### src/pkg/sbpc_pkg.sv
// constants for the serial baud and clock configuration block
package sbpc_pkg;
  // register indices; byte address is four times the index
  localparam logic [7:0]  IDX_BAUD      = 8'h3B;
  localparam logic [7:0]  IDX_TRIM      = 8'h3C;
  localparam logic [7:0]  IDX_PLLC      = 8'h3D;
  localparam logic [7:0]  IDX_PDIV      = 8'h3E;
  localparam int          ADDR_W        = 12;
  localparam logic [7:0]  RST_BAUD      = 8'h7A;
  localparam logic [7:0]  RST_TRIM      = 8'h00;
  localparam logic [7:0]  RST_PLLC      = 8'h00;
  localparam logic [7:0]  RST_PDIV      = 8'h08;
  // field positions
  localparam int          EXP_MSB       = 7;
  localparam int          EXP_LSB       = 5;
  localparam int          MANT_MSB      = 4;
  localparam int          SRC_MSB       = 7;
  localparam int          SRC_LSB       = 4;
  localparam int          PIN_EN_BIT    = 3;
  localparam int          PD_BIT        = 2;
  localparam int          FB_MSB        = 1;
  // baud arithmetic, in crystal cycles
  localparam int          BAUD_DIV_W    = 13;
  localparam logic [12:0] MANT_OFS_LO   = 13'h0001;
  localparam logic [12:0] MANT_OFS_HI   = 13'h0021;
  localparam logic [2:0]  DATA_LAST     = 3'h7;
  // feedback factors
  localparam logic [4:0]  FB_23         = 5'h17;
  localparam logic [4:0]  FB_27         = 5'h1B;
  localparam logic [4:0]  FB_28         = 5'h1C;
  // slow oscillator model: period in pclk cycles is base plus trim
  localparam int          LFO_DIV_W     = 10;
  localparam logic [9:0]  LFO_BASE      = 10'h040;
  // clock pin source codes
  localparam logic [3:0]  SRC_IO        = 4'h0;
  localparam logic [3:0]  SRC_PLL       = 4'h1;
  localparam logic [3:0]  SRC_LOW       = 4'h2;
  localparam logic [3:0]  SRC_HIGH      = 4'h3;
  localparam logic [3:0]  SRC_XT1       = 4'h4;
  localparam logic [3:0]  SRC_XT2       = 4'h5;
  localparam logic [3:0]  SRC_XT4       = 4'h6;
  localparam logic [3:0]  SRC_XT8       = 4'h7;
  localparam logic [3:0]  SRC_TMR0      = 4'h8;
  localparam logic [3:0]  SRC_TMR3      = 4'hB;

  typedef enum logic [3:0] {
    SBPC_IDLE  = 4'b0001,
    SBPC_START = 4'b0010,
    SBPC_DATA  = 4'b0100,
    SBPC_STOP  = 4'b1000
  } sbpc_ser_t;
endpackage : sbpc_pkg

### src/rtl/sbpc_clock_config.sv
// serial baud generator, uart framing, pll and clock pin control over apb
`timescale 1ns/100ps
module sbpc_clock_config
  import sbpc_pkg::*;
(
  input  wire logic              pclk,
  input  wire logic              presetn,
  input  wire logic              ce,
  input  wire logic              psel,
  input  wire logic              penable,
  input  wire logic              pwrite,
  input  wire logic [ADDR_W-1:0] paddr,
  input  wire logic [31:0]       pwdata,
  output logic      [31:0]       prdata,
  output logic                   pready,
  output logic                   pslverr,
  input  wire logic              xtal_tick,
  input  wire logic              xtal_level,
  input  wire logic              pll_vco_tick,
  input  wire logic [3:0]        timer_overflow,
  input  wire logic              gpio_out,
  input  wire logic              gpio_oe,
  input  wire logic [7:0]        tx_data,
  input  wire logic              tx_valid,
  output logic                   tx_ready,
  output logic                   serial_tx,
  input  wire logic              serial_rx,
  output logic      [7:0]        rx_data,
  output logic                   rx_valid,
  output logic                   rx_frame_err,
  output logic      [7:0]        osc_trim_value,
  output logic                   lfo_tick,
  output logic                   pll_powerdown,
  output logic      [4:0]        pll_feedback_factor,
  output logic      [7:0]        pll_output_divisor,
  output logic                   clock_output_pin_o,
  output logic                   clock_output_pin_oe
);
  typedef struct packed {
    logic [7:0] baud;
    logic [7:0] trim;
    logic [7:0] pllc;
    logic [7:0] pdiv;
    logic [7:0] baud_act;
    logic [7:0] rdata;
    logic       slverr;
    sbpc_ser_t  tx_st;
    logic [7:0] tx_sh;
    logic [2:0] tx_cnt;
    logic       txd;
    sbpc_ser_t  rx_st;
    logic [7:0] rx_sh;
    logic [2:0] rx_cnt;
    logic       rx_prev;
    logic [7:0] rx_out;
    logic       rx_vld;
    logic       rx_ferr;
    logic       half;
    logic [2:0] xdiv;
    logic       tmr_tog;
    logic       pin;
    logic       pin_oe;
  } sbpc_state_t;

  sbpc_state_t q;
  sbpc_state_t d;

  logic [ADDR_W-1:0]     a_baud;
  logic [ADDR_W-1:0]     a_trim;
  logic [ADDR_W-1:0]     a_pllc;
  logic [ADDR_W-1:0]     a_pdiv;
  logic                  setup;
  logic                  wr;
  logic [BAUD_DIV_W-1:0] baud_div;
  logic [2:0]            bexp;
  logic [BAUD_DIV_W-1:0] bmant;
  logic                  tx_accept;
  logic                  rx_start;
  logic                  tx_tick;
  logic                  rx_mid;
  logic                  s1_tick;
  logic                  pll_low;
  logic [LFO_DIV_W-1:0]  lfo_div;
  logic [3:0]            src;

  assign a_baud = ADDR_W'({IDX_BAUD, 2'b00});
  assign a_trim = ADDR_W'({IDX_TRIM, 2'b00});
  assign a_pllc = ADDR_W'({IDX_PLLC, 2'b00});
  assign a_pdiv = ADDR_W'({IDX_PDIV, 2'b00});
  assign setup  = psel & ~penable;
  assign wr     = psel & penable & pwrite;
  assign src    = q.pllc[SRC_MSB:SRC_LSB];

  always_comb begin
    bexp  = q.baud_act[EXP_MSB:EXP_LSB];
    bmant = BAUD_DIV_W'(q.baud_act[MANT_MSB:0]);
    if (bexp == 3'h0) begin
      baud_div = bmant + MANT_OFS_LO;
    end else begin
      baud_div = (bmant + MANT_OFS_HI) << (bexp - 3'h1);
    end
  end

  assign tx_accept = (q.tx_st == SBPC_IDLE) & tx_valid;
  assign rx_start  = (q.rx_st == SBPC_IDLE) & q.rx_prev & ~serial_rx;
  assign lfo_div   = LFO_BASE + LFO_DIV_W'(q.trim);
  // halving stage after the multiplied vco
  assign s1_tick   = pll_vco_tick & ~q.pllc[PD_BIT] & q.half;

  sbpc_divider #(.W(BAUD_DIV_W)) u_tx_div (
    .pclk     (pclk),
    .presetn  (presetn),
    .ce       (ce),
    .en       (xtal_tick),
    .restart  (tx_accept),
    .div      (baud_div),
    .tick     (tx_tick),
    .mid      (),
    .low_half ()
  );

  sbpc_divider #(.W(BAUD_DIV_W)) u_rx_div (
    .pclk     (pclk),
    .presetn  (presetn),
    .ce       (ce),
    .en       (xtal_tick),
    .restart  (rx_start),
    .div      (baud_div),
    .tick     (),
    .mid      (rx_mid),
    .low_half ()
  );

  sbpc_divider #(.W(LFO_DIV_W)) u_lfo_div (
    .pclk     (pclk),
    .presetn  (presetn),
    .ce       (ce),
    .en       (1'b1),
    .restart  (1'b0),
    .div      (lfo_div),
    .tick     (lfo_tick),
    .mid      (),
    .low_half ()
  );

  // second stage divides by the output divisor
  sbpc_divider #(.W(8)) u_pll_div (
    .pclk     (pclk),
    .presetn  (presetn),
    .ce       (ce),
    .en       (s1_tick),
    .restart  (q.pllc[PD_BIT]),
    .div      (q.pdiv),
    .tick     (),
    .mid      (),
    .low_half (pll_low)
  );

  always_comb begin
    d        = q;
    d.rx_vld = 1'b0;
    d.rx_prev = serial_rx;
    // apb: read data and error latched in setup, shown in access
    if (setup) begin
      d.slverr = 1'b0;
      d.rdata  = 8'h00;
      if (paddr == a_baud) begin
        d.rdata = q.baud;
      end else if (paddr == a_trim) begin
        d.rdata = q.trim;
      end else if (paddr == a_pllc) begin
        d.rdata = q.pllc;
      end else if (paddr == a_pdiv) begin
        d.rdata = q.pdiv;
      end else begin
        d.slverr = 1'b1;
      end
    end
    // whole-byte fields written at their positions
    if (wr) begin
      if (paddr == a_baud) begin
        d.baud = pwdata[7:0];
      end else if (paddr == a_trim) begin
        d.trim = pwdata[7:0];
      end else if (paddr == a_pllc) begin
        d.pllc = pwdata[7:0];
      end else if (paddr == a_pdiv) begin
        d.pdiv = pwdata[7:0];
      end
    end
    // baud swap only while both directions idle
    if ((q.tx_st == SBPC_IDLE) && (q.rx_st == SBPC_IDLE)) begin
      d.baud_act = q.baud;
    end
    // transmit start, eight data lsb first, stop
    case (q.tx_st)
      SBPC_IDLE: begin
        d.txd = 1'b1;
        if (tx_valid) begin
          d.tx_sh  = tx_data;
          d.tx_cnt = 3'h0;
          d.txd    = 1'b0;
          d.tx_st  = SBPC_START;
        end
      end
      SBPC_START: begin
        if (tx_tick) begin
          d.txd   = q.tx_sh[0];
          d.tx_st = SBPC_DATA;
        end
      end
      SBPC_DATA: begin
        if (tx_tick) begin
          d.tx_sh  = {1'b0, q.tx_sh[7:1]};
          d.tx_cnt = q.tx_cnt + 3'h1;
          d.txd    = q.tx_sh[1];
          if (q.tx_cnt == DATA_LAST) begin
            d.txd   = 1'b1;
            d.tx_st = SBPC_STOP;
          end
        end
      end
      SBPC_STOP: begin
        if (tx_tick) begin
          d.tx_st = SBPC_IDLE;
        end
      end
      default: d.tx_st = SBPC_IDLE;
    endcase
    // receive sampled mid-bit, stop bit checked
    case (q.rx_st)
      SBPC_IDLE: begin
        if (rx_start) begin
          d.rx_st  = SBPC_START;
          d.rx_cnt = 3'h0;
        end
      end
      SBPC_START: begin
        if (rx_mid) begin
          // glitch shorter than half a bit is dropped
          d.rx_st = serial_rx ? SBPC_IDLE : SBPC_DATA;
        end
      end
      SBPC_DATA: begin
        if (rx_mid) begin
          d.rx_sh  = {serial_rx, q.rx_sh[7:1]};
          d.rx_cnt = q.rx_cnt + 3'h1;
          if (q.rx_cnt == DATA_LAST) begin
            d.rx_st = SBPC_STOP;
          end
        end
      end
      SBPC_STOP: begin
        if (rx_mid) begin
          d.rx_out  = q.rx_sh;
          d.rx_vld  = 1'b1;
          d.rx_ferr = ~serial_rx;
          d.rx_st   = SBPC_IDLE;
        end
      end
      default: d.rx_st = SBPC_IDLE;
    endcase
    // divide-by-two flop, cleared while powered down
    if (q.pllc[PD_BIT]) begin
      d.half = 1'b0;
    end else if (pll_vco_tick) begin
      d.half = ~q.half;
    end
    if (xtal_tick) begin
      d.xdiv = q.xdiv + 3'h1;
    end
    if ((src >= SRC_TMR0) && (src <= SRC_TMR3) &&
        timer_overflow[src[1:0]]) begin
      d.tmr_tog = ~q.tmr_tog;
    end
    case (src)
      SRC_IO:   d.pin = gpio_out;
      SRC_PLL:  d.pin = ~q.pllc[PD_BIT] & pll_low;
      SRC_LOW:  d.pin = 1'b0;
      SRC_HIGH: d.pin = 1'b1;
      SRC_XT1:  d.pin = xtal_level;
      SRC_XT2:  d.pin = q.xdiv[0];
      SRC_XT4:  d.pin = q.xdiv[1];
      SRC_XT8:  d.pin = q.xdiv[2];
      4'h8, 4'h9, 4'hA, 4'hB: d.pin = q.tmr_tog;
      default:  d.pin = 1'b0;
    endcase
    d.pin_oe = (src == SRC_IO) ? gpio_oe : q.pllc[PIN_EN_BIT];
  end

  always_ff @(posedge pclk or negedge presetn) begin
    if (!presetn) begin
      q          <= '0;
      q.baud     <= RST_BAUD;
      q.baud_act <= RST_BAUD;
      q.trim     <= RST_TRIM;
      q.pllc     <= RST_PLLC;
      q.pdiv     <= RST_PDIV;
      q.tx_st    <= SBPC_IDLE;
      q.rx_st    <= SBPC_IDLE;
      q.txd      <= 1'b1;
      q.rx_prev  <= 1'b1;
    end else if (ce) begin
      q <= d;
    end
  end

  always_comb begin
    case (q.pllc[FB_MSB:0])
      2'b01:   pll_feedback_factor = FB_27;
      2'b10:   pll_feedback_factor = FB_28;
      default: pll_feedback_factor = FB_23;
    endcase
  end

  assign prdata              = {24'h000000, q.rdata};
  assign pready              = 1'b1;
  assign pslverr             = psel & penable & q.slverr;
  assign tx_ready            = (q.tx_st == SBPC_IDLE);
  assign serial_tx           = q.txd;
  assign rx_data             = q.rx_out;
  assign rx_valid            = q.rx_vld;
  assign rx_frame_err        = q.rx_ferr;
  assign osc_trim_value      = q.trim;
  assign pll_powerdown       = q.pllc[PD_BIT];
  assign pll_output_divisor  = q.pdiv;
  assign clock_output_pin_o  = q.pin;
  assign clock_output_pin_oe = q.pin_oe;
endmodule : sbpc_clock_config

### src/rtl/sbpc_divider.sv
// restartable counter giving period tick, mid-period pulse and first half
`timescale 1ns/100ps
module sbpc_divider #(
  parameter int W = 13
) (
  input  wire logic         pclk,
  input  wire logic         presetn,
  input  wire logic         ce,
  input  wire logic         en,
  input  wire logic         restart,
  input  wire logic [W-1:0] div,
  output logic              tick,
  output logic              mid,
  output logic              low_half
);
  typedef struct packed {
    logic [W-1:0] cnt;
  } sbpc_div_st_t;

  if (W < 2) begin : g_bad_width
    $error("sbpc_divider width too small");
  end

  sbpc_div_st_t q;
  sbpc_div_st_t d;
  logic [W-1:0] div_eff;
  logic [W-1:0] last;

  always_comb begin
    d        = q;
    // zero divisor behaves as one, counter never wedges
    div_eff  = (div == '0) ? {{(W-1){1'b0}}, 1'b1} : div;
    last     = div_eff - {{(W-1){1'b0}}, 1'b1};
    tick     = en & ~restart & (q.cnt >= last);
    mid      = en & ~restart & (q.cnt == (div_eff >> 1));
    low_half = (q.cnt < (div_eff >> 1));
    if (restart) begin
      d.cnt = '0;
    end else if (en) begin
      d.cnt = (q.cnt >= last) ? '0 : q.cnt + {{(W-1){1'b0}}, 1'b1};
    end
  end

  always_ff @(posedge pclk or negedge presetn) begin
    if (!presetn) begin
      q <= '0;
    end else if (ce) begin
      q <= d;
    end
  end
endmodule : sbpc_divider

### config.mk
export PLATFORM = sky130hd
export DESIGN_NAME = sbpc_clock_config
export DESIGN_NICKNAME = d
export VERILOG_FILES = /design/src/pkg/sbpc_pkg.sv /design/src/rtl/sbpc_clock_config.sv /design/src/rtl/sbpc_divider.sv
export SDC_FILE = /design/constraint.sdc
export NUM_CORES = 1
export LEC_CHECK = 0
export ABC_AREA = 1
export BUFFER_PORTS_ARGS = -buffer_cell sky130_fd_sc_hd__buf_2
export CAP_MARGIN = 10
export CORE_AREA = 5 5 116 173
export CTS_CLUSTER_DIAMETER = 30
export DETAILED_ROUTE_END_ITERATION = 8
export DIE_AREA = 0 0 121 178
export GPL_TIMING_DRIVEN = 0
export PLACE_DENSITY = 0.76
export SLEW_MARGIN = 10
export SYNTH_ARGS = -nofsm -noshare
export SYNTH_HDL_FRONTEND = slang
export SYNTH_SLANG_ARGS = --single-unit
### constraint.sdc
create_clock -name pclk -period 4.88 [get_ports pclk]
set_input_delay 0.488 -clock pclk [delete_from_list [all_inputs] [get_ports pclk]]
set_output_delay 0.488 -clock pclk [all_outputs]
set_load 0.05 [all_outputs]
==> reports/metrics.csv, run 1 <==
stage;metric;value;unit
run_status;status;completed;
power;pwr-share-clk;18.9;%
sta;fmax;220;MHz
critical_path;cp_common_cell;nand2_1;
floorplanning;ios;140;
cts;cts_buffers;17;
cts;cts_max_level;4;
logic_synthesis;syn_area_per_cell;7.44;um2
grt;grt_use_met2;44.3;%
cells_and_area;antenna_cells;0;
power;p_leak;6.03;nW
critical_path;reg2reg_slack;0.33;ns
logic_synthesis;synth-edff-count;0;
critical_path;cp-start-kind;flop;
sta;slew_headroom;23.7;%
cells_and_area;fillCellCount;1608;
cells_and_area;instances_no_fill;1735;
logic_synthesis;synth_top_family_by_area;simple AND/OR/NAND/NOR gates;
sta;period_needed;4.55;ns
critical_path;endpoint_kind;flop;
logic_synthesis;synth_xor_area_share;4.08;%
floorplanning;core_area;0.0184;mm2
power;pwr-share-seq;22.2;%
place;detailed_place_hpwl;19700;um
sta;skew;0.00688;ns
grt;grt_use_total;24.3;%
job;cap_violations;0;
logic_synthesis;synth_area;0.00987;mm2
routing;drc;0;
power;peakVddDrop;0.389;mV
floorplanning;std_cell_rows;61;
place;dpl_cell_area;0.0108;mm2
floorplanning;die_h;178;um
cts;cts.sinks;142;
floorplanning;die-area;0.0215;mm2
critical_path;r2r_start;bexp[0]$_DFFE_PN1P_;
cts;clk_latency;0.43;ns
critical_path;crit_family;simple AND/OR/NAND/NOR gates;
critical_path;crit_type;flop to flop;
floorplanning;die_x;121;um
routing;routed_via_density;5.29;
place;place_ws;-0.152;ns
logic_synthesis;synthAdderAreaFrac;7.86;%
sta;min_period_over_period;93.2;%
grt;met1_usage;27.8;%
sta;setup_viol;0;
min_path;hp-class;primary input to flop;
power;p_sw_share;47.4;%
grt;grt_pass1_wl;42000;um
critical_path;crit_path_max_incr_delay;0.55;ns
power;p_int;3.66;mW
logic_synthesis;synth.yosys.seq_area_share;36.2;%
critical_path;worstPathRequired;5.19;ns
routing;wl;25600;um
place;placed_cells;1693;
cells_and_area;finalNetCount;1601;
logic_synthesis;ys_seq_elements;142;
critical_path;crit_buf_inv;7;
critical_path;cp_max_fo;10;
cts;ctsRootBufferMaster;clkbuf_16;
grt;grt_pass1_vias;8982;
logic_synthesis;synth.area.mux_share;0.913;%
cells_and_area;final_util;62.9;%
logic_synthesis;synthDistinctLibCells;52;
critical_path;endpoint;q[42]$_DFFE_PN0P_;
sta;tightest_slew;1.14;ns
grt;grt_max_degree;112;
logic_synthesis;synth_top_flop_cell;dfrtp_1;
sta;drv_slew;0;
power;powerDensity;602;mW/mm2
critical_path;crit_start;bexp[0]$_DFFE_PN1P_;
floorplanning;initial_core_util;53.7;%
power;power;6.96;mW
cells_and_area;final_area;0.0116;mm2
critical_path;slowest_stage;dfstp_2;
grt;antenna_found_initial;0;
critical_path;timing.rr.end;q[42]$_DFFE_PN0P_;
cells_and_area;syn_to_final_growth;17.1;%
place;io_buffers;88;
logic_synthesis;synth-simple-area-share;26.9;%
critical_path;cp_num_cells;33;
cts;clk_pin_slew;0.06;ns
sta;fin_tns_setup;0;ns
routing;wl_per_cell;14.8;um
logic_synthesis;synth_cells;1327;
routing;first_iter_violations;613;
logic_synthesis;async_flop_share;100;%
sta;hold_viol_final;0;
logic_synthesis;yosysWarningCount;0;
cts;cts_tree;done;
cts;cts_buffer_depth;2;
cells_and_area;drive_gt1_share;18.1;%
grt;use_met3;3.65;%
grt;grt-ovfl-total;0;
sta;setup_slack;0.330;ns
logic_synthesis;synth_compound_area_share;10.9;%
routing;drtPass1Iterations;9;
grt;grt-busiest-layer;met2;
critical_path;arrival;4.86;ns
routing;num_vias;9170;
power;comb_power_share;58.9;%
place;place_congestion;0.974;
critical_path;rr_worst_depth;33;
routing;final_antenna_net_count;0;
power;p_switching;3.30;mW
sta;holdWs;0.326;ns
-- worst min-delay path, cell delays in order --
cell     delay (ns)
buf_2          0.13
nand2_1        0.05
o21ai_0        0.07
-- worst min-delay path by stage --
stage / endpoint / slack, ns / cells after the start / from
after floorplan: bexp[2]$_DFFE_PN0P_ / 0.19 / 0 / presetn
after global routing: q[17]$_DFFE_PN1P_ / 0.33 / 3 / serial_rx
final: q[17]$_DFFE_PN1P_ / 0.33 / 3 / serial_rx
after CTS: q[17]$_DFFE_PN1P_ / 0.32 / 3 / serial_rx
after global placement: q[44]$_DFFE_PN0P_ / 0.45 / 2 / q[44]$_DFFE_PN0P_
after detailed placement: u_tx_div.q[7]$_DFFE_PN0P_ / 0.37 / 1 / presetn
-- flip-flops by register name, summed over array words and instances (netlist names), 3 cells and up --
signal and cells:
u_lfo_div.q 10, u_pll_div.q 8, u_tx_div.q 13, pll_output_divisor 8
u_rx_div.q 13, osc_trim_value 8, prdata 8, rx_data 8
bmant 5, q 52, bexp 3
-- cell families (layout without fill, tap and decap cells) --
family	after synthesis	in the layout
mux	9	9
compound gates	186	186
other cells	2	27
flops	142	142
simple gates	603	603
xor+xnor	46	46
fa+ha+maj	62	62
buf+inv	277	408
-- cell type report --
| class | count | area [um2] | share of cell area, % |
|---|---|---|---|
| buffer | 86 | 586 | 5.06 |
| tap | 252 | 315 | 2.73 |
| timing repair buffer | 99 | 556 | 4.80 |
| multi-input combinational | 933 | 5220 | 45.1 |
| inverter | 191 | 727 | 6.29 |
| sequential | 142 | 3570 | 30.9 |
| clock inverter | 14 | 160 | 1.39 |
| clock buffer | 18 | 429 | 3.71 |
-- cells in the mapped netlist (all sizes together) (3+ instances only) --
cell type,instances,share of area (%)
xor2,37,3.3
o221ai,6,0.53
a21boi,3,0.23
inv,187,7.1
nand2,323,13
buf,68,5.1
nor4,9,0.57
dfrtp,127,32
or3,3,0.19
dfstp,15,4.0
clkinv,4,0.15
o21a,5,0.38
o211ai,13,0.99
mux2i,9,0.91
o22ai,20,1.3
nand3,108,5.6
o21ai,95,4.8
a21oi,30,1.5
o21bai,3,0.30
nand3b,4,0.30
nand4,32,2.0
ha,62,7.9
xnor2,9,0.80
clkbuf,18,0.70
nor3,29,1.6
nor2,91,3.6
-- placed cells by master (no fill, tap or decap), types with 5 or more instances in the layout --
cell / count
nor4_1: 9
buf_4: 69
nor3_1: 28
nand4_1: 32
mux2i_1: 9
inv_2: 7
o211ai_1: 13
o21ai_1: 8
nand2_2: 19
nand3_1: 103
o21ai_0: 86
inv_1: 176
nand2_1: 302
a21oi_1: 29
xor2_1: 36
o221ai_1: 6
conb_1: 27
buf_2: 90
nor2_2: 5
clkbuf_16: 17
dfstp_2: 15
clkbuf_1: 17
ha_1: 58
xnor2_1: 8
dfrtp_1: 127
o21a_1: 5
o22ai_1: 20
nor2_1: 85
-- metal layers --
metal	vias up	wire length, um
met2	249	13600
met5	-	0
met1	4300	10100
met3	66	1040
met4	0	902
li1	4555	-
-- power groups by stage --
stage / Combinational (mW) / Sequential [mW] / Clock (mW)
after global placement: 3.52 / 1.56 / 0
after floorplan: 2.78 / 1.54 / 0
after CTS: 3.71 / 1.55 / 1.33
after detailed placement: 3.60 / 1.56 / 0
after global routing: 4.58 / 1.58 / 1.38
final: 4.10 / 1.55 / 1.31
-- what timing repair did --
item | 4_1_cts | 5_1_grt
setup buffers | 1 | 8
hold endpoints to repair | 24 | 0
gates resized for setup | 11 | 32
setup endpoints to repair | 36 | 42
gates cloned | 0 | 0
pin swaps | 3 | 15
hold buffers | 1 | 0
(Power assumes the default switching activity.)
==> inputs of run 2 (changes only) <==
--- a/config.mk
+++ b/config.mk
@@ -5,13 +5,12 @@
 export SDC_FILE = /design/constraint.sdc
 export NUM_CORES = 1
 export LEC_CHECK = 0
-export ABC_AREA = 1
 export BUFFER_PORTS_ARGS = -buffer_cell sky130_fd_sc_hd__buf_2
 export CAP_MARGIN = 10
-export CORE_AREA = 5 5 116 173
+export CORE_AREA = 5 5 115 172
 export CTS_CLUSTER_DIAMETER = 30
 export DETAILED_ROUTE_END_ITERATION = 8
-export DIE_AREA = 0 0 121 178
+export DIE_AREA = 0 0 120 177
 export GPL_TIMING_DRIVEN = 0
 export PLACE_DENSITY = 0.76
 export SLEW_MARGIN = 10
==> reports/metrics.csv, run 2 <==
stage;metric;value;unit
cells_and_area;layout_common_cells;127 x dfrtp_1, 95 x nand2_1, 89 x buf_2, 86 x buf_4, 74 x nor2_1;
floorplanning;std_cell_rows;61;
run_status;violations;negative setup slack;
cells_and_area;top_regs;q (52), u_rx_div.q (13), u_tx_div.q (13);
floorplanning;die_x;120;um
power;p_switching;1.13;mW
logic_synthesis;synth.yosys.seq_area_share;36.6;%
grt;met1_usage;25.7;%
place;io_buffers;87;
floorplanning;initial_core_util;53.5;%
power;pwr-share-clk;37.6;%
power;comb_power_share;21.7;%
power;p_int;2.35;mW
sta;setup_viol;42;
place;placed_cells;1390;
grt;antenna_found_initial;0;
power;pwr-share-seq;40.7;%
routing;num_vias;8499;
logic_synthesis;ys_seq_elements;142;
cts;cts_buffers;17;
cells_and_area;largest_reg_flops;52;
critical_path;timing.rr.end;u_rx_div.q[8]$_DFFE_PN0P_;
logic_synthesis;synthDistinctLibCells;75;
critical_path;slowest_stage;dfstp_2;
logic_synthesis;synth.area.top_cells;dfrtp_1 33%, ha_1 8.0%, mux2_2 7.7%;
floorplanning;ios;140;
sta;slew_headroom;23.0;%
power;peakVddDrop;0.233;mV
routing;drtPass1Iterations;6;
cts;cts_max_level;4;
routing;wl_per_cell;17.7;um
logic_synthesis;async_flop_share;100;%
sta;hold_viol_final;0;
grt;grt_max_degree;75;
cells_and_area;drive_gt1_share;32.6;%
cells_and_area;antenna_cells;0;
logic_synthesis;synth_top_cell_area_share;32.6;%
logic_synthesis;synth_cells;1056;
critical_path;arrival;5.75;ns
power;powerDensity;286;mW/mm2
cells_and_area;final_common_cell;dfrtp_1;
cells_and_area;fillCellCount;1418;
sta;min_period_over_period;111;%
cells_and_area;final_area;0.0122;mm2
grt;grt_use_total;24.4;%
cts;cts.sinks;142;
routing;drc;0;
critical_path;r2r_start;bexp[0]$_DFFE_PN1P_;
sta;skew;0.00883;ns
grt;grt-busiest-layer;met2;
sta;fin_tns_setup;-16.92;ns
floorplanning;die-area;0.0212;mm2
critical_path;reg2reg_slack;-0.53;ns
logic_synthesis;syn_area_per_cell;9.24;um2
routing;final_antenna_net_count;0;
place;place_congestion;0.916;
critical_path;cp_max_fo;8;
floorplanning;die_h;177;um
sta;period_needed;5.41;ns
logic_synthesis;synth_top_flop_cell;dfrtp_1;
sta;fmax;185;MHz
grt;grt_use_met2;44.8;%
routing;wl;25800;um
critical_path;endpoint_kind;flop;
routing;first_iter_violations;553;
cells_and_area;regMostFlops;q;
critical_path;rr_worst_depth;28;
grt;grt-ovfl-total;0;
critical_path;worstPathRequired;5.22;ns
cts;cts_buffer_depth;2;
cells_and_area;instances_no_fill;1458;
run_status;status;complete, but fails checks;
logic_synthesis;synth-edff-count;0;
sta;drv_slew;0;
job;cap_violations;0;
sta;setup_slack;-0.527;ns
cts;clk_latency;0.43;ns
critical_path;crit_type;flop to flop;
cts;ctsRootBufferMaster;clkbuf_16;
cells_and_area;syn_to_final_growth;24.8;%
min_path;hp-class;primary input to async pin;
sta;holdWs;0.0652;ns
cells_and_area;finalNetCount;1356;
grt;grt_pass1_vias;8515;
sta;rsz0062_at_grt;yes;
logic_synthesis;synth_area;0.00975;mm2
cts;cts_tree;done;
place;place_ws;-1.26;ns
power;p_sw_share;32.4;%
logic_synthesis;synth_common_cells;127 x dfrtp_1, 98 x nand2_1, 80 x nor2_1;
grt;use_met3;4.25;%
logic_synthesis;synth_top_area_cell;dfrtp_1;
cts;clk_pin_slew;0.07;ns
power;p_leak;5.75;nW
cts;ctsHoldBuffers;0;
routing;routed_via_density;5.83;
grt;grt_pass1_wl;41600;um
place;detailed_place_hpwl;18200;um
logic_synthesis;yosysWarningCount;0;
logic_synthesis;synth_most_common_cell;dfrtp_1;
place;dpl_cell_area;0.0108;mm2
cells_and_area;final_util;66.7;%
critical_path;cp-start-kind;flop;
sta;tightest_slew;1.15;ns
floorplanning;core_area;0.0182;mm2
critical_path;crit_path_max_incr_delay;0.57;ns
power;power;3.49;mW
## run 2: worst max-delay path by stage
stage                                       to  depth (start not counted)  slack (ns)                 from
detailed placement  u_tx_div.q[10]$_DFFE_PN0P_                         29       -1.26  bexp[0]$_DFFE_PN1P_
CTS                  u_rx_div.q[8]$_DFFE_PN0P_                         28       -0.52  bexp[0]$_DFFE_PN1P_
floorplan            u_rx_div.q[5]$_DFFE_PN0P_                         28       -0.44  bexp[0]$_DFFE_PN1P_
global placement     u_tx_div.q[9]$_DFFE_PN0P_                         30       -1.19  bexp[0]$_DFFE_PN1P_
global route         u_rx_div.q[9]$_DFFE_PN0P_                         28       -0.71  bexp[0]$_DFFE_PN1P_
finish               u_rx_div.q[8]$_DFFE_PN0P_                         28       -0.53  bexp[0]$_DFFE_PN1P_
## run 2: kinds of logic after synthesis
logic type,synth area share (%)
DFF,36.6
and+or+nand+nor,17.9
xor gates and xnor gates,4.49
other,0.0770
AOI/OAI and AO/OA,16.5
muxes,8.48
adders and majority gates,8.06
buffers and inverters,7.89
## run 2: what timing repair did
item | 4_1_cts | 5_1_grt
setup buffers | 26 | 8
endpoints found under the setup margin | 42 | 49
pin swaps | 40 | 12
resized for setup | 83 | 28
cloned | 4 | 0
## run 2: area by class of cell
class | count | area (um2) | share of cell area, %
inverter | 42 | 168 | 1.38
buffer | 96 | 687 | 5.64
tap | 220 | 275 | 2.26
clock buffer | 18 | 439 | 3.61
multi-input combinational | 801 | 6070 | 49.9
sequential | 142 | 3570 | 29.3
timing repair buffer | 125 | 810 | 6.65
clock inverter | 14 | 148 | 1.21
## run 2: worst max-delay path, delay by kind of cell (launching register included)
family	cells	cell delay, ns
DFF	1	0.57
and+or+nand+nor	3	0.56
adders and majority gates	4	1.10
AOI/OAI and AO/OA	14	2.25
xor gates and xnor gates	1	0.18
buffers and inverters	6	0.66
## run 2: layer usage
metal,share of wire [%],routed length (um)
met1,37,9480
met2,53,13700
met3,3.8,980
met4,6.1,1580
met5,0,0
## run 2: power groups by stage
| stage | Combinational [mW] | Sequential (mW) | Clock [mW] |
|---|---|---|---|
| 3_3_place_gp | 0.618 | 1.42 | 0 |
| 4_1_cts | 0.726 | 1.41 | 1.32 |
| 3_5_place_dp | 0.645 | 1.43 | 0 |
| 2_1_floorplan | 0.463 | 1.42 | 0 |
| 6_report | 0.757 | 1.42 | 1.31 |
| 5_1_grt | 0.838 | 1.44 | 1.37 |
==> inputs of run 3 (changes only) <==
==> constraint.sdc (replaced) <==
create_clock -name pclk -period 6.29 [get_ports pclk]
set_input_delay 0.629 -clock pclk [delete_from_list [all_inputs] [get_ports pclk]]
set_output_delay 0.629 -clock pclk [all_outputs]
set_load 0.05 [all_outputs]
==> reports/metrics.csv, run 3 (same netlist as run 2, synthesis figures left out) <==
stage;metric;value;unit
critical_path;cp_common_cell;buf_6;
power;p_int;1.82;mW
cells_and_area;regMostFlops;q;
sta;period_needed;6.01;ns
routing;first_iter_violations;491;
place;detailed_place_hpwl;18000;um
critical_path;slowest_stage;dfstp_2;
critical_path;endpoint_kind;flop;
power;powerDensity;229;mW/mm2
power;comb_power_share;19.1;%
floorplanning;core_area;0.0182;mm2
cells_and_area;antenna_cells;0;
routing;num_vias;8241;
critical_path;crit_path_max_incr_delay;0.60;ns
cells_and_area;syn_to_final_growth;18.1;%
sta;skew;0.00609;ns
job;cap_violations;0;
cts;ctsHoldBuffers;0;
grt;use_met3;3.58;%
sta;min_period_over_period;95.6;%
grt;grt_use_met2;43.4;%
grt;grt_max_degree;103;
cts;cts_tree;done;
cells_and_area;largest_reg_flops;52;
cells_and_area;drive_gt1_share;27.0;%
critical_path;arrival;6.35;ns
routing;drc;0;
run_status;status;completed;
power;p_sw_share;31.1;%
cells_and_area;finalNetCount;1332;
routing;routed_via_density;5.75;
critical_path;cp_max_fo;10;
power;pwr-share-clk;39.4;%
power;p_leak;5.49;nW
cts;ctsRootBufferMaster;clkbuf_16;
sta;setup_viol;0;
grt;antenna_found_initial;0;
floorplanning;ios;140;
cts;cts_max_level;4;
sta;drv_slew;0;
cells_and_area;final_common_cell;dfrtp_1;
sta;hold_viol_final;0;
cts;clk_pin_slew;0.06;ns
cts;cts.sinks;142;
grt;grt-busiest-layer;met2;
sta;holdWs;0.0855;ns
sta;tightest_slew;1.13;ns
routing;wl;24400;um
floorplanning;std_cell_rows;61;
grt;grt-ovfl-total;0;
floorplanning;die_h;177;um
power;peakVddDrop;0.172;mV
routing;drtPass1Iterations;6;
min_path;hp-class;primary input to async pin;
grt;met1_usage;26.1;%
cells_and_area;layout_common_cells;127 x dfrtp_1, 97 x nand2_1, 90 x buf_2, 77 x nor2_1, 73 x buf_4;
routing;final_antenna_net_count;0;
power;pwr-share-seq;41.5;%
place;place_congestion;0.933;
cts;cts_buffers;17;
cts;clk_latency;0.43;ns
power;p_switching;820;uW
cts;cts_buffer_depth;2;
grt;grt_use_total;23.4;%
floorplanning;die-area;0.0212;mm2
floorplanning;die_x;120;um
critical_path;cp-start-kind;flop;
grt;grt_pass1_wl;40200;um
cells_and_area;top_regs;q (52), u_rx_div.q (13), u_tx_div.q (13);
critical_path;worstPathRequired;6.63;ns
routing;wl_per_cell;17.0;um
sta;slew_headroom;24.7;%
place;io_buffers;87;
sta;fmax;166;MHz
floorplanning;initial_core_util;53.5;%
cells_and_area;final_util;63.2;%
critical_path;crit_type;flop to flop;
grt;grt_pass1_vias;8300;
run 3: metrics by stage:
| step | instance area (um2) | setup slack, ns | cells | power (mW) | setup TNS [ns] |
|---|---|---|---|---|---|
| floorplan | 9850 | 0.310 | 1081 | 1.46 | 0 |
| global placement | 10600 | -0.994 | 1388 | 1.58 | -28.01 |
| detailed placement | 10600 | -1.11 | 1390 | 1.60 | -30.87 |
| CTS | 11300 | 0.00718 | 1425 | 2.65 | 0 |
| global route | 11500 | -0.00778 | 1434 | 2.76 | -0.00778 |
| finish | 11500 | 0.280 | 1434 | 2.64 | 0 |
run 3: layout make-up:
cell class	count	area (um2)
buffer	95	638
clock buffer	19	453
clock inverter	13	151
fill	1551	6720
inverter	42	161
multi-input combinational	801	5700
sequential	142	3570
tap	220	275
timing repair buffer	102	576
run 3: worst paths after layout:
kind,end,slack [ns],from,depth (start not counted)
min,rx_data[1]$_DFFE_PN0P_,0.09,presetn,1
max in group asynchronous,bmant[1]$_DFFE_PN1P_,5.37,presetn,2
max,u_tx_div.q[5]$_DFFE_PN0P_,0.28,bexp[0]$_DFFE_PN1P_,30
min in group pclk,q[75]$_DFFE_PN0P_,0.46,pwdata[1],3
max reg2reg,u_tx_div.q[5]$_DFFE_PN0P_,0.28,bexp[0]$_DFFE_PN1P_,30
min reg2reg,prdata[4]$_DFFE_PN0P_,0.48,prdata[4]$_DFFE_PN0P_,1
run 3: per-layer routing:
| layer | part of all wire [%] | wire length, um |
|---|---|---|
| met5 | 0 | 0 |
| met4 | 3.6 | 877 |
| met3 | 3.4 | 827 |
| met2 | 54 | 13100 |
| met1 | 39 | 9550 |
run 3: critical path: cells and delay by family (launching register included):
family	cells	cell delay [ns]
AO/OA/AOI/OAI	11	2.00
AND/OR/NAND/NOR	8	1.46
buffers and inverters	7	0.97
adder cells (fa/ha/maj)	3	0.76
flip-flops	1	0.60
XOR/XNOR	1	0.10
run 3: what timing repair did:
| item | in CTS | in global routing |
|---|---|---|
| resized for setup | 23 | 27 |
| hold endpoints to repair | 0 | 0 |
| pin swaps | 4 | 6 |
| setup buffers | 4 | 8 |
| setup endpoints to repair | 42 | 42 |
| cloned | 0 | 1 |
run 3: power by group through the flow:
| stage | clock, mW | sequential, mW | combinational, mW |
|---|---|---|---|
| after floorplan | 0 | 1.10 | 0.355 |
| after global placement | 0 | 1.10 | 0.478 |
| after detailed placement | 0 | 1.11 | 0.493 |
| after CTS | 1.06 | 1.09 | 0.501 |
| after global routing | 1.10 | 1.11 | 0.561 |
| final | 1.04 | 1.10 | 0.504 |
